==> config.mk <==
export PLATFORM = sky130hd
export DESIGN_NAME = qd_phase_decoder
export DESIGN_NICKNAME = d
export VERILOG_FILES = /design/src/inc/qd_pkg.sv /design/src/logic/qd_phase_decoder.sv
export SDC_FILE = /design/constraint.sdc
export NUM_CORES = 1
export LEC_CHECK = 0
export ABC_CLOCK_PERIOD_IN_PS = 8950
export BUFFER_PORTS_ARGS = -buffer_cell sky130_fd_sc_hd__buf_2
export CAP_MARGIN = 25
export CORE_MARGIN = 5
export CORE_UTILIZATION = 45
export CTS_CLUSTER_SIZE = 10
export DETAILED_ROUTE_END_ITERATION = 8
export PLACE_DENSITY = 0.65
export SETUP_SLACK_MARGIN = 0.05
export SYNTH_ARGS = -nofsm -noshare
export SYNTH_HDL_FRONTEND = slang
export SYNTH_SLANG_ARGS = --single-unit
==> constraint.sdc <==
create_clock -name clk_sys -period 8.95 [get_ports clk_sys]
set_input_delay 0 -clock clk_sys [delete_from_list [all_inputs] [get_ports clk_sys]]
set_output_delay 0 -clock clk_sys [all_outputs]
set_load 0.05 [all_outputs]
==> src/inc/qd_pkg.sv <==
package qd_pkg;

  // clock and filter tick
  localparam int CLK_PERIOD_NS = 5;
  localparam int FILTER_TICK_NS = 1000;
  localparam int FILTER_TICK_CYCLES = (FILTER_TICK_NS + CLK_PERIOD_NS - 1) / CLK_PERIOD_NS;
  localparam int TICK_CNT_W = 8;

  // sample interval: base interval doubled per code step, code capped
  localparam int INTERVAL_W = 18;
  localparam logic [INTERVAL_W-1:0] INTERVAL_BASE_US = 18'h00080;
  localparam logic [3:0] INTERVAL_CODE_MAX = 4'hA;

  // counter widths
  localparam int TOTAL_W = 32;
  localparam int DOUBLE_W = 4;
  localparam int REPORT_CNT_W = 5;

  // register byte offsets
  localparam logic [11:0] OFS_TASK_START = 12'h000;
  localparam logic [11:0] OFS_TASK_STOP = 12'h004;
  localparam logic [11:0] OFS_SNAP_CLEAR_BOTH = 12'h008;
  localparam logic [11:0] OFS_SNAP_CLEAR_MOTION = 12'h00C;
  localparam logic [11:0] OFS_SNAP_CLEAR_DOUBLE = 12'h010;
  localparam logic [11:0] OFS_EVT_SAMPLE_READY = 12'h100;
  localparam logic [11:0] OFS_EVT_MOTION_REPORT = 12'h104;
  localparam logic [11:0] OFS_EVT_TOTAL_OVERFLOW = 12'h108;
  localparam logic [11:0] OFS_EVT_DOUBLE_REPORT = 12'h10C;
  localparam logic [11:0] OFS_EVT_STOPPED = 12'h110;
  localparam logic [11:0] OFS_SHORTCUTS = 12'h200;
  localparam logic [11:0] OFS_ENABLE = 12'h500;
  localparam logic [11:0] OFS_LAMP_POLARITY = 12'h504;
  localparam logic [11:0] OFS_SAMPLE_INTERVAL = 12'h508;
  localparam logic [11:0] OFS_SAMPLE = 12'h50C;
  localparam logic [11:0] OFS_REPORT_INTERVAL = 12'h510;
  localparam logic [11:0] OFS_MOTION_TOTAL = 12'h514;
  localparam logic [11:0] OFS_MOTION_SNAPSHOT = 12'h518;
  localparam logic [11:0] OFS_PIN_LAMP = 12'h51C;
  localparam logic [11:0] OFS_PIN_A = 12'h520;
  localparam logic [11:0] OFS_PIN_B = 12'h524;
  localparam logic [11:0] OFS_DEBOUNCE_ON = 12'h528;
  localparam logic [11:0] OFS_LAMP_LEAD_TIME = 12'h540;
  localparam logic [11:0] OFS_DOUBLE_COUNT = 12'h544;
  localparam logic [11:0] OFS_DOUBLE_SNAPSHOT = 12'h548;

  // field positions
  localparam int EVT_SAMPLE_READY = 0;
  localparam int EVT_MOTION_REPORT = 1;
  localparam int EVT_TOTAL_OVERFLOW = 2;
  localparam int EVT_DOUBLE_REPORT = 3;
  localparam int EVT_STOPPED = 4;
  localparam int SHORT_DOUBLE_EVENT_TO_SNAP_LINK = 4;
  localparam int PIN_DISCONNECT_BIT = 31;

  // reset values
  localparam logic [31:0] PIN_SEL_RESET = 32'hFFFFFFFF;
  localparam logic [3:0] SAMPLE_INTERVAL_RESET = 4'h0;
  localparam logic [3:0] REPORT_INTERVAL_RESET = 4'h0;
  localparam logic [8:0] LAMP_LEAD_TIME_RESET = 9'h010;

  typedef struct packed {
    logic        psel;
    logic        penable;
    logic        pwrite;
    logic [11:0] paddr;
    logic [31:0] pwdata;
  } qd_apb_req_s;

  typedef struct packed {
    logic       debounceOn;
    logic       lampPolarity;
    logic [3:0] sampleInterval;
    logic [3:0] reportInterval;
    logic [8:0] lampLeadTime;
  } qd_cfg_s;

  typedef enum logic [1:0] {
    QD_STEP_NONE   = 2'b00,
    QD_STEP_UP     = 2'b01,
    QD_STEP_DOWN   = 2'b10,
    QD_STEP_DOUBLE = 2'b11
  } qd_step_e;

  typedef enum logic {
    QD_IDLE = 1'b0,
    QD_RUN  = 1'b1
  } qd_run_e;

endpackage : qd_pkg

==> src/logic/qd_phase_decoder.sv <==
// The placing of the registers and the APB interface to the registers were left to the implementer.
`timescale 1ns/100ps

module qd_phase_decoder (
  input  logic                clk_sys,
  input  logic                rstn,
  input  qd_pkg::qd_apb_req_s apbReq,
  output logic [31:0]         prdata,
  output logic                pready,
  output logic                pslverr,
  input  logic                phaseA,
  input  logic                phaseB,
  output logic                lampOut,
  output logic                lampOe,
  output logic                phaseOwnA,
  output logic                phaseOwnB
);
  import qd_pkg::*;

  function automatic qd_step_e decodeStep(input logic [1:0] prev, input logic [1:0] cur);
    qd_step_e s;
    s = QD_STEP_DOWN;
    if (prev == cur) begin
      s = QD_STEP_NONE;
    end else if ((prev ^ cur) == 2'b11) begin
      s = QD_STEP_DOUBLE;
    end else if ({prev, cur} == 4'b0001 || {prev, cur} == 4'b0111 ||
                 {prev, cur} == 4'b1110 || {prev, cur} == 4'b1000) begin
      s = QD_STEP_UP;
    end
    return s;
  endfunction : decodeStep

  function automatic logic [INTERVAL_W-1:0] intervalUs(input logic [3:0] code);
    logic [3:0] c;
    c = (code > INTERVAL_CODE_MAX) ? INTERVAL_CODE_MAX : code;
    return INTERVAL_BASE_US << c;
  endfunction : intervalUs

  logic                       enable_r;
  qd_cfg_s                    cfg_r;
  logic [31:0]                pinLamp_r;
  logic [31:0]                pinA_r;
  logic [31:0]                pinB_r;
  logic [31:0]                shortcuts_r;
  logic [4:0]                 evt_r;
  qd_run_e                    runState_r;
  logic [TICK_CNT_W-1:0]      tickDiv_r;
  logic [INTERVAL_W-1:0]      usCnt_r;
  logic                       havePrev_r;
  logic [1:0]                 prevPair_r;
  qd_step_e                   sample_r;
  logic [1:0]                 filt_r;
  logic [1:0]                 filtFirst_r;
  logic [1:0]                 filtSame_r;
  logic signed [TOTAL_W-1:0]  total_r;
  logic signed [TOTAL_W-1:0]  totalSnap_r;
  logic [DOUBLE_W-1:0]        double_r;
  logic [DOUBLE_W-1:0]        doubleSnap_r;
  logic [REPORT_CNT_W-1:0]    reportCnt_r;
  logic                       evalPend_r;

  logic                       setupPhase;
  logic                       wrEn;
  logic                       taskStart;
  logic                       taskStop;
  logic                       running;
  logic                       usTick;
  logic                       sampleNow;
  logic                       newSample;
  logic [1:0]                 rawPair;
  logic [1:0]                 curPair;
  qd_step_e                   step;
  logic [INTERVAL_W-1:0]      periodUs;
  logic [INTERVAL_W-1:0]      leadUs;
  logic                       lampOn;
  logic                       totalOverflow;
  logic                       doubleOverflow;
  logic signed [TOTAL_W-1:0]  totalAcc;
  logic [DOUBLE_W-1:0]        doubleAcc;
  logic                       motionReport;
  logic                       doubleReport;
  logic                       snapMotion;
  logic                       snapDouble;
  logic [4:0]                 evtSet;
  logic [4:0]                 evtClr;
  logic [31:0]                readData;
  logic                       mapped;

  // apb: setup registers read data, access phase completes with pready high
  assign setupPhase = apbReq.psel & ~apbReq.penable;
  assign wrEn = apbReq.psel & apbReq.penable & apbReq.pwrite & pready;

  function automatic logic wrTask(input logic en, input qd_apb_req_s r, input logic [11:0] ofs);
    return en & (r.paddr == ofs) & r.pwdata[0];
  endfunction : wrTask

  assign taskStart = wrTask(wrEn, apbReq, OFS_TASK_START);
  assign taskStop = wrTask(wrEn, apbReq, OFS_TASK_STOP);
  assign running = (runState_r == QD_RUN);

  always_ff @(posedge clk_sys) begin
    if (!rstn) begin
      runState_r <= QD_IDLE;
    end else begin
      case (runState_r)
        QD_IDLE: runState_r <= (taskStart & enable_r) ? QD_RUN : QD_IDLE;
        QD_RUN:  runState_r <= (taskStop | ~enable_r) ? QD_IDLE : QD_RUN;
        default: runState_r <= QD_IDLE;
      endcase
    end
  end

  // 1 us tick and position within the sample interval
  assign usTick = running & (tickDiv_r == TICK_CNT_W'(FILTER_TICK_CYCLES - 1));
  assign periodUs = intervalUs(cfg_r.sampleInterval);
  assign sampleNow = usTick & (usCnt_r == periodUs - 18'h00001);

  always_ff @(posedge clk_sys) begin
    if (!rstn || !running) begin
      tickDiv_r <= '0;
      usCnt_r <= '0;
    end else begin
      tickDiv_r <= usTick ? '0 : tickDiv_r + 1'b1;
      if (sampleNow) begin
        usCnt_r <= '0;
      end else if (usTick) begin
        usCnt_r <= usCnt_r + 18'h00001;
      end
    end
  end

  // a disconnected phase reads as low
  assign rawPair = {phaseA & ~pinA_r[PIN_DISCONNECT_BIT], phaseB & ~pinB_r[PIN_DISCONNECT_BIT]};

  // debounce: while running, the filter output moves only at interval end, so the decoder
  // sees the level one full interval later than the raw path
  always_ff @(posedge clk_sys) begin
    if (!rstn) begin
      filt_r <= '0;
      filtFirst_r <= '0;
      filtSame_r <= '0;
    end else if (!running) begin
      filt_r <= rawPair;
      filtSame_r <= '0;
    end else if (usTick) begin
      for (int i = 0; i < 2; i++) begin
        if (usCnt_r == '0) begin
          filtFirst_r[i] <= rawPair[i];
          filtSame_r[i] <= 1'b1;
        end else begin
          filtSame_r[i] <= filtSame_r[i] & (rawPair[i] == filtFirst_r[i]);
        end
        if (sampleNow && filtSame_r[i] && rawPair[i] == filtFirst_r[i]) begin
          filt_r[i] <= filtFirst_r[i];
        end
      end
    end
  end

  assign curPair = cfg_r.debounceOn ? filt_r : rawPair;
  assign step = havePrev_r ? decodeStep(prevPair_r, curPair) : QD_STEP_NONE;
  assign newSample = sampleNow & havePrev_r;

  always_ff @(posedge clk_sys) begin
    if (!rstn || !running) begin
      havePrev_r <= 1'b0;
      prevPair_r <= '0;
    end else if (sampleNow) begin
      havePrev_r <= 1'b1;
      prevPair_r <= curPair;
    end
  end

  always_ff @(posedge clk_sys) begin
    if (!rstn) begin
      sample_r <= QD_STEP_NONE;
    end else if (newSample) begin
      sample_r <= step;
    end
  end

  // accumulation with saturation check: signed for the total, unsigned for the double count
  assign totalOverflow = newSample &
                         ((step == QD_STEP_UP && total_r == {1'b0, {(TOTAL_W-1){1'b1}}}) ||
                          (step == QD_STEP_DOWN && total_r == {1'b1, {(TOTAL_W-1){1'b0}}}));
  assign doubleOverflow = newSample & (step == QD_STEP_DOUBLE) & (&double_r);

  always_comb begin
    totalAcc = total_r;
    doubleAcc = double_r;
    if (newSample && !totalOverflow && step == QD_STEP_UP) begin
      totalAcc = total_r + 32'sh00000001;
    end else if (newSample && !totalOverflow && step == QD_STEP_DOWN) begin
      totalAcc = total_r - 32'sh00000001;
    end
    if (newSample && !doubleOverflow && step == QD_STEP_DOUBLE) begin
      doubleAcc = double_r + 4'h1;
    end
  end

  // report evaluation one cycle after the closing sample, on settled counters
  always_ff @(posedge clk_sys) begin
    if (!rstn || !running) begin
      reportCnt_r <= '0;
      evalPend_r <= 1'b0;
    end else begin
      evalPend_r <= 1'b0;
      if (newSample) begin
        if (reportCnt_r >= {1'b0, cfg_r.reportInterval}) begin
          reportCnt_r <= '0;
          evalPend_r <= 1'b1;
        end else begin
          reportCnt_r <= reportCnt_r + 5'h01;
        end
      end
    end
  end

  assign motionReport = evalPend_r & (total_r != '0);
  assign doubleReport = evalPend_r & (double_r != '0);

  assign snapMotion = wrTask(wrEn, apbReq, OFS_SNAP_CLEAR_BOTH) |
                      wrTask(wrEn, apbReq, OFS_SNAP_CLEAR_MOTION);
  assign snapDouble = wrTask(wrEn, apbReq, OFS_SNAP_CLEAR_BOTH) |
                      wrTask(wrEn, apbReq, OFS_SNAP_CLEAR_DOUBLE) |
                      (doubleReport & shortcuts_r[SHORT_DOUBLE_EVENT_TO_SNAP_LINK]);

  // a step landing in the snapshot cycle goes into the snapshot, never lost
  always_ff @(posedge clk_sys) begin
    if (!rstn) begin
      total_r <= '0;
      totalSnap_r <= '0;
    end else if (snapMotion) begin
      totalSnap_r <= totalAcc;
      total_r <= '0;
    end else begin
      total_r <= totalAcc;
    end
  end

  always_ff @(posedge clk_sys) begin
    if (!rstn) begin
      double_r <= '0;
      doubleSnap_r <= '0;
    end else if (snapDouble) begin
      doubleSnap_r <= doubleAcc;
      double_r <= '0;
    end else begin
      double_r <= doubleAcc;
    end
  end

  // events: hardware set wins over a software clear in the same cycle
  always_comb begin
    evtSet = '0;
    evtSet[EVT_SAMPLE_READY] = newSample;
    evtSet[EVT_MOTION_REPORT] = motionReport;
    evtSet[EVT_TOTAL_OVERFLOW] = totalOverflow | doubleOverflow;
    evtSet[EVT_DOUBLE_REPORT] = doubleReport;
    evtSet[EVT_STOPPED] = taskStop | (running & ~enable_r);
    evtClr = '0;
    if (wrEn && !apbReq.pwdata[0]) begin
      evtClr[EVT_SAMPLE_READY] = (apbReq.paddr == OFS_EVT_SAMPLE_READY);
      evtClr[EVT_MOTION_REPORT] = (apbReq.paddr == OFS_EVT_MOTION_REPORT);
      evtClr[EVT_TOTAL_OVERFLOW] = (apbReq.paddr == OFS_EVT_TOTAL_OVERFLOW);
      evtClr[EVT_DOUBLE_REPORT] = (apbReq.paddr == OFS_EVT_DOUBLE_REPORT);
      evtClr[EVT_STOPPED] = (apbReq.paddr == OFS_EVT_STOPPED);
    end
  end

  always_ff @(posedge clk_sys) begin
    if (!rstn) begin
      evt_r <= '0;
    end else begin
      evt_r <= evtSet | (evt_r & ~evtClr);
    end
  end

  // configuration registers; changing them while running is left to software
  always_ff @(posedge clk_sys) begin
    if (!rstn) begin
      enable_r <= 1'b0;
      cfg_r <= '{debounceOn: 1'b0, lampPolarity: 1'b0, sampleInterval: SAMPLE_INTERVAL_RESET,
                 reportInterval: REPORT_INTERVAL_RESET, lampLeadTime: LAMP_LEAD_TIME_RESET};
      pinLamp_r <= PIN_SEL_RESET;
      pinA_r <= PIN_SEL_RESET;
      pinB_r <= PIN_SEL_RESET;
      shortcuts_r <= '0;
    end else if (wrEn) begin
      case (apbReq.paddr)
        OFS_ENABLE:          enable_r <= apbReq.pwdata[0];
        OFS_LAMP_POLARITY:   cfg_r.lampPolarity <= apbReq.pwdata[0];
        OFS_SAMPLE_INTERVAL: cfg_r.sampleInterval <= apbReq.pwdata[3:0];
        OFS_REPORT_INTERVAL: cfg_r.reportInterval <= apbReq.pwdata[3:0];
        OFS_DEBOUNCE_ON:     cfg_r.debounceOn <= apbReq.pwdata[0];
        OFS_LAMP_LEAD_TIME:  cfg_r.lampLeadTime <= apbReq.pwdata[8:0];
        OFS_PIN_LAMP:        pinLamp_r <= apbReq.pwdata;
        OFS_PIN_A:           pinA_r <= apbReq.pwdata;
        OFS_PIN_B:           pinB_r <= apbReq.pwdata;
        OFS_SHORTCUTS:       shortcuts_r <= {27'h0000000, apbReq.pwdata[4], 4'h0};
        default:             enable_r <= enable_r;
      endcase
    end
  end

  // lamp window: the last lead-time microseconds of each interval, or the whole run while debounce is on
  assign leadUs = {9'h000, cfg_r.lampLeadTime};
  assign lampOn = running & (cfg_r.debounceOn | (leadUs >= periodUs) | (usCnt_r >= periodUs - leadUs));

  always_ff @(posedge clk_sys) begin
    if (!rstn) begin
      lampOut <= 1'b0;
      lampOe <= 1'b0;
      phaseOwnA <= 1'b0;
      phaseOwnB <= 1'b0;
    end else begin
      lampOe <= enable_r & ~pinLamp_r[PIN_DISCONNECT_BIT];
      phaseOwnA <= enable_r & ~pinA_r[PIN_DISCONNECT_BIT];
      phaseOwnB <= enable_r & ~pinB_r[PIN_DISCONNECT_BIT];
      lampOut <= (enable_r & ~pinLamp_r[PIN_DISCONNECT_BIT]) & (lampOn ? cfg_r.lampPolarity
                                                                       : ~cfg_r.lampPolarity);
    end
  end

  always_comb begin
    readData = '0;
    mapped = 1'b1;
    case (apbReq.paddr)
      OFS_TASK_START, OFS_TASK_STOP, OFS_SNAP_CLEAR_BOTH,
      OFS_SNAP_CLEAR_MOTION, OFS_SNAP_CLEAR_DOUBLE: readData = '0;
      OFS_EVT_SAMPLE_READY:   readData[0] = evt_r[EVT_SAMPLE_READY];
      OFS_EVT_MOTION_REPORT:  readData[0] = evt_r[EVT_MOTION_REPORT];
      OFS_EVT_TOTAL_OVERFLOW: readData[0] = evt_r[EVT_TOTAL_OVERFLOW];
      OFS_EVT_DOUBLE_REPORT:  readData[0] = evt_r[EVT_DOUBLE_REPORT];
      OFS_EVT_STOPPED:        readData[0] = evt_r[EVT_STOPPED];
      OFS_SHORTCUTS:          readData = shortcuts_r;
      OFS_ENABLE:             readData[0] = enable_r;
      OFS_LAMP_POLARITY:      readData[0] = cfg_r.lampPolarity;
      OFS_SAMPLE_INTERVAL:    readData[3:0] = cfg_r.sampleInterval;
      OFS_REPORT_INTERVAL:    readData[3:0] = cfg_r.reportInterval;
      OFS_DEBOUNCE_ON:        readData[0] = cfg_r.debounceOn;
      OFS_LAMP_LEAD_TIME:     readData[8:0] = cfg_r.lampLeadTime;
      OFS_PIN_LAMP:           readData = pinLamp_r;
      OFS_PIN_A:              readData = pinA_r;
      OFS_PIN_B:              readData = pinB_r;
      OFS_MOTION_TOTAL:       readData = total_r;
      OFS_MOTION_SNAPSHOT:    readData = totalSnap_r;
      OFS_DOUBLE_COUNT:       readData[DOUBLE_W-1:0] = double_r;
      OFS_DOUBLE_SNAPSHOT:    readData[DOUBLE_W-1:0] = doubleSnap_r;
      OFS_SAMPLE: begin
        case (sample_r)
          QD_STEP_UP:     readData = 32'h00000001;
          QD_STEP_DOWN:   readData = 32'hFFFFFFFF;
          QD_STEP_DOUBLE: readData = 32'h00000002;
          default:        readData = 32'h00000000;
        endcase
      end
      default:                mapped = 1'b0;
    endcase
  end

  always_ff @(posedge clk_sys) begin
    if (!rstn) begin
      prdata <= '0;
      pready <= 1'b0;
      pslverr <= 1'b0;
    end else begin
      pready <= setupPhase;
      pslverr <= setupPhase & ~mapped;
      if (setupPhase) begin
        prdata <= apbReq.pwrite ? 32'h00000000 : readData;
      end
    end
  end

endmodule : qd_phase_decoder

; Word level (Yosys, flattened, before mapping)
; Index checks and enable logic that the tools add are counted.
[op_classes]
n_addsub = 8
order_cmp = 4
eq_ne = 45
shifts = 1
n_mux = 29
bitwise = 57
reduce_logical = 47
[ops]
columns = operator, n
row1 = $eq 12x11->1 const B, 14
row2 = $pmux 23 s6, 1
row3 = $mux 32, 3
row4 = $pmux 32 s3, 1
row5 = $eq 12x9->1 const B, 5
row6 = $pmux 5 s8, 1
row7 = $and 1x1->1, 35
row8 = $pmux 3 s11, 1
row9 = $add 32x2->32 const B, 1
row10 = $eq 32x31->1 const B, 1
row11 = $eq 32x32->1 const B, 1
row12 = $reduce_bool 32->1, 1
row13 = $sub 32x2->32 const B, 1
row14 = $reduce_and 2->1, 13
row15 = $reduce_or 25->1, 1
row16 = $eq 12x4->1 const B, 2
row17 = $pmux 1 s19, 1
row18 = $add 18x1->18 const B, 1
row19 = $eq 18x18->1, 1
row20 = $ge 18x18->1, 1
row21 = $ge 9x18->1, 1
row22 = $logic_not 18->1, 1
row23 = $shl 8x4->18 const A, 1
row24 = $sub 18x1->18 const B, 1
row25 = 37 further kinds, 101
[word_totals]
regBits = 276
input_bits = 51
output_inout_bits = 38
elab_cells = 225

; Logic depth before layout (Yosys ltp)
[depth]
ltp_word = 20
depth_mapped = 19
depth_no_buf = 18

; Worst setup path after synthesis
; OpenSTA, ideal clock, no wires.
[synth_path]
kind = flip-flop to flip-flop
startpoint = register cfg_r[16] (netlist bit)
endpoint = register totalSnap_r[31]
setup_ns = 0.138
t_arrival_ns = 3.398
required_time_ns = 8.812
path_slack_ns = 5.414
stages_incl_launch_ff = 16
path_buffers = 4
period_less_slack_ns = 3.536
cell_sequence = dfxtp_1 clkbuf_1 buf_2 nand2b_1 nand2b_1 ha_1 clkbuf_1 nor2b_1 a211oi_1 mux2_2 or2_1 or3_1 clkbuf_1 o32a_1 nand4_1 o221ai_1
[synth_between]
elab_chain_cells = 13
word_cells_on_any_way = 14
cone_classes = add/sub (1) / order compare (1) / eq/ne (1) / shift (1) / mux (3) / bitwise (3) / reduce/logical (4)
[synth_lines]
columns = element, line
row1 = start: declaration, qd_phase_decoder.sv:41  ; qd_cfg_s cfg_r;
row2 = start signal: assignment, qd_phase_decoder.sv:284  ; cfg_r <= '{debounceOn: 1'b0, lampPolarity: 1'b0, sampleInterval: SAMPLE_INTERVAL_RESET,
row3 = $gt 4x4->1, qd_phase_decoder.sv:36  ; c = (code > INTERVAL_CODE_MAX) ? INTERVAL_CODE_MAX : code;
row4 = $mux 4 *, qd_phase_decoder.sv:36
row5 = $shl 8x4->18 *, qd_phase_decoder.sv:37  ; return INTERVAL_BASE_US << c;
row6 = $sub 18x1->18 *, qd_phase_decoder.sv:117  ; assign sampleNow = usTick & (usCnt_r == periodUs - 18'h00001);
row7 = $eq 18x18->1 *, qd_phase_decoder.sv:117
row8 = $and 1x1->1 *, qd_phase_decoder.sv:117
row9 = $and 1x1->1 *, qd_phase_decoder.sv:163  ; assign newSample = sampleNow & havePrev_r;
row10 = $and 1x1->1, qd_phase_decoder.sv:184  ; assign totalOverflow = newSample &
row11 = $logic_not 1->1, "qd_phase_decoder.sv:192, qd_phase_decoder.sv:194"
row12 = $logic_and 1x1->1 *, "qd_phase_decoder.sv:192, qd_phase_decoder.sv:194"
row13 = $logic_and 1x1->1, qd_phase_decoder.sv:194  ; end else if (newSample && !totalOverflow && step == QD_STEP_DOWN) begin
row14 = $mux 32, qd_phase_decoder.sv:194
row15 = $mux 32 *, qd_phase_decoder.sv:192  ; if (newSample && !totalOverflow && step == QD_STEP_UP) begin
row16 = end signal: assignment, qd_phase_decoder.sv:235  ; totalSnap_r <= totalAcc;
row17 = end: declaration, qd_phase_decoder.sv:57  ; logic signed [TOTAL_W-1:0] totalSnap_r;
; Every way passes the cells marked *; elsewhere a longest branch is shown, timed or not.
; A chain may end at the register's enable or synchronous reset.

; Final worst setup path
[layout_path]
startpoint = register cfg_r[16] (netlist bit)
endpoint = register lampOut
[layout_between]
elab_chain_cells = 9
word_cells_on_any_way = 11
cone_classes = add/sub (1) / order compare (3) / shift (1) / mux (2) / bitwise (4)
[layout_lines]
columns = element, line
row1 = $gt 4x4->1, qd_phase_decoder.sv:36
row2 = $mux 4 *, qd_phase_decoder.sv:36
row3 = $shl 8x4->18 *, qd_phase_decoder.sv:37
row4 = $sub 18x9->18 or $ge 9x18->1 (tied branches), qd_phase_decoder.sv:309  ; assign lampOn = running & (cfg_r.debounceOn | (leadUs >= periodUs) | (usCnt_r >= periodUs - leadUs));
row5 = $ge 18x18->1 or $or 1x1->1 (tied branches), qd_phase_decoder.sv:309
row6 = $or 1x1->1 *, qd_phase_decoder.sv:309
row7 = $and 1x1->1 *, qd_phase_decoder.sv:309
row8 = $mux 1 *, qd_phase_decoder.sv:321  ; lampOut <= (enable_r & ~pinLamp_r[PIN_DISCONNECT_BIT]) & (lampOn ? cfg_r.lampPolarity
row9 = $and 1x1->1 *, qd_phase_decoder.sv:321
row10 = end signal: assignment, qd_phase_decoder.sv:321
row11 = end: declaration, qd_phase_decoder.sv:13  ; output logic lampOut,
; Marks and branches as above.

==> results.tsv <==
metric	value	unit
GRT overflow	0	
max-cap violations	0	
Post-synth EDFFs	0	
Crit-path slowest cell	dfxtp_1	
hpwl dp	34100	um
Final WS setup	4.24	ns
Lkg Pwr	6.32	nW
GRT Total Usage	0.267	
post-route DRC violation count	0	
drt total wl	50300	um
area taken by multi-input logic gates	0.00852	mm^2
CP Cell Sequence	nor2_1 > nand2_1 > inv_2 > ha_1 > a31o_2 > a21oi_1 > mux2_2 > a22oi_1 > ha_1 > a21oi_1 > nor2b_1 > a2111oi_0 > o211ai_1 > xor2_1 > nor3_1	
first-pass iteration count of the detailed router	6	
Final Max Slew Viols	0	
met1 usage	0.355	
Hold WS	0.0180	ns
Post-Syn Area	0.0148	mm^2
initial antenna violation count	0	
most common cell after layout, fill and taps aside	nand2_1	
Placed Area	0.0153	mm^2
Slew @ Worst Pin	0.998	ns
Final Wtd Congestion	0.969	
Synth Register Bits	276	
final-report hold violation count	0	
CTS tree	built	
Synth cell types	90	
Clock transition at path regs	0.06	ns
switch share	0.221	
final net count	2037	
register share of total power	0.469	
Reg area	0.00553	mm^2
starting density of the core	0.455	
P per Cell Area	156	mW/mm^2
Setup WS pre-CTS	4.22	ns
register area share after synthesis	0.374	
clk_skew	0.0219	ns
cts bufs inserted	35	
largest net degree at the start of global routing	89	
Setup Total Neg Slack	0	ns
Fill cells	3073	
Levels on crit path	15	
H-tree levels	2	
worst path arrival time	5.14	ns
Vias/cell	6.10	
HP Class	input pin to register	
RSZ-0062 raised after global routing	false	
path depth of the worst reg2reg path	15	
io pins	89	
share of post-route cells with drive strength above 1	0.108	
Period Utilization, post-route	0.526	
Rel. slew slack	0.329	
syn_area_per_cell	7.73	um^2
Area Overhead vs Synth	13.7	%
CTS Buffer Depth	3	
clock net sink count	276	
Vias	14700	
Synth Instances	1908	
commonest cells after routing, fill and taps aside	nand2_1, dfxtp_1, nand3_1, nor2_1, a21oi_1	
Reg2Reg Setup Slack	4.24	ns
M3 GR Usage	0.0298	
maximum VDD drop	0.000148	V
Max stage delay on crit path	0.85	ns
synth warn	0	
first-pass GRT wire length	78400	um
clk_lat worst skew	0.53	ns
worst r2r src	cfg_r[16]	
FF-to-FF End	lampOut	
Worst Path Max Fanout	26	
Die H	191	um
Most used DFF post-synth	dfxtp_1	
Die Width	191	um
Wirelength per Cell	20.9	um
Worst Path Required	9.38	ns
Startpoint Class	register	
Setup Viol. Count Final	0	
hold depth	2	
1st-iter DRT viols	1739	
DRT antenna net count	0	
CP endpoint kind	register	
Hold Crit Endpoint	pinB_r[1]	
Post-synth ARST share	0	
internal power	2.04	mW
Ant. Diodes	0	
crit-path leading delay family	compound AO/OA/AOI/OAI gates	
vias in the first global route	13900	
Most Used Layer, Global Route	met2	
core area	0.0325	mm^2
hold path start	rstn	
status	finished clean	
Setup Crit Path Kind	register to register	
crit path time final	4.71	ns
final instance area	0.0168	mm^2
Cell Rows	66	
combinational power share	0.028	
P_sw	0.579	mW
synthesized net count	1996	
met2 Track Usage GR	0.443	
Peak Freq	0.212	GHz
die area	0.0365	mm^2
Critical path buffers and inverters	1	
Port Buffers	88	
clock root cell	clkbuf_16	
Clk network pwr share	0.503	
[area by class of cell]
| cell class | count | area share |
|---|---|---|
| multi-input combinational | 1449 | 0.508 |
| clock buffer | 42 | 0.0555 |
| clock inverter | 6 | 0.00611 |
| tap | 442 | 0.0330 |
| sequential | 276 | 0.329 |
| timing repair buffer | 147 | 0.0596 |
| inverter | 40 | 0.00895 |
[power by group through the flow]
stage / clock, mW / sequential, mW / combinational, mW
floorplan: 0 / 1.26 / 0.0256
global placement: 0 / 1.26 / 0.0573
detailed placement: 0 / 1.26 / 0.0584
CTS: 1.34 / 1.23 / 0.0719
global route: 1.38 / 1.23 / 0.0767
finish: 1.32 / 1.23 / 0.0726
[worst max path at each step]
stage | from | to | slack, ns
CTS | cfg_r[16] | lampOut | 4.21
global placement | cfg_r[16] | lampOut | 4.34
global route | cfg_r[16] | lampOut | 3.75
finish | cfg_r[16] | lampOut | 4.24
floorplan | cfg_r[16] | totalSnap_r[31] | 5.41
detailed placement | cfg_r[16] | lampOut | 4.22
[per-stage QoR]
step                power [mW]  std cells  utilization
global route              2.69       2402        0.517
finish                    2.62       2402        0.517
floorplan                 1.28       1908            -
detailed placement        1.31       2314        0.472
global placement          1.31       2313        0.472
CTS                       2.64       2401        0.516
[state kept, by name, summed over array words and instances (netlist names), 4 cells and up]
name / cells
evt_r: 5
total_r: 32
usCnt_r: 18
cfg_r: 19
reportCnt_r: 5
pinA_r: 32
doubleSnap_r: 4
totalSnap_r: 32
prdata: 32
pinLamp_r: 32
pinB_r: 32
double_r: 4
tickDiv_r: 8
[cell usage after synthesis, types with 7 or more instances]
cell,number,area [um^2]
o21a_1,7,52.6
a21oi_1,96,480
o221ai_1,10,87.6
xor2_1,31,272
or3_1,22,138
o211ai_1,8,60.1
nand4_1,46,288
nand2b_1,9,56.3
mux2i_1,9,90.1
a211oi_1,10,75.1
nand3_1,198,991
or2_2,9,56.3
a31o_2,7,61.3
buf_1,9,33.8
inv_1,39,146
buf_2,9,45.0
and2_1,17,106
nor4b_1,7,61.3
a21o_1,8,60.1
a22o_1,10,87.6
dfxtp_1,276,5530
nand2_1,358,1340
nor3_1,45,225
nor2b_1,13,81.3
a41o_1,16,160
xnor2_1,31,272
nor2_1,140,526
a22oi_1,53,398
nor4_1,24,150
and3_1,26,163
a221oi_1,22,193
and4_1,13,114
ha_1,37,463
clkbuf_1,120,450
a31oi_1,10,62.6
nand4b_1,7,61.3
o21ai_0,43,215
[routing by layer]
layer,vias up,wire [um]
met3,132,3390
met5,-,0
met2,574,23300
li1,6917,-
met4,0,2250
met1,7027,21300
[cell families (layout without fill, tap and decap cells)]
group           after synthesis  after routing  share of synthesized area
simple gates                980            980                      0.327
compound gates              356            356                      0.172
flops                       276            276                      0.374
fa+ha+maj                    37             37                     0.0314
mux                          14             14                    0.00992
xor+xnor                     62             62                     0.0368
buf+inv                     183            235                     0.0488
[what timing repair did]
action,4_1_cts,5_1_grt
hold buffers,39,0
endpoints found under the setup margin,0,0
hold endpoints to repair,123,0
gates resized for setup,0,0
setup buffers,0,0
Power figures use the tool's default switching activity.
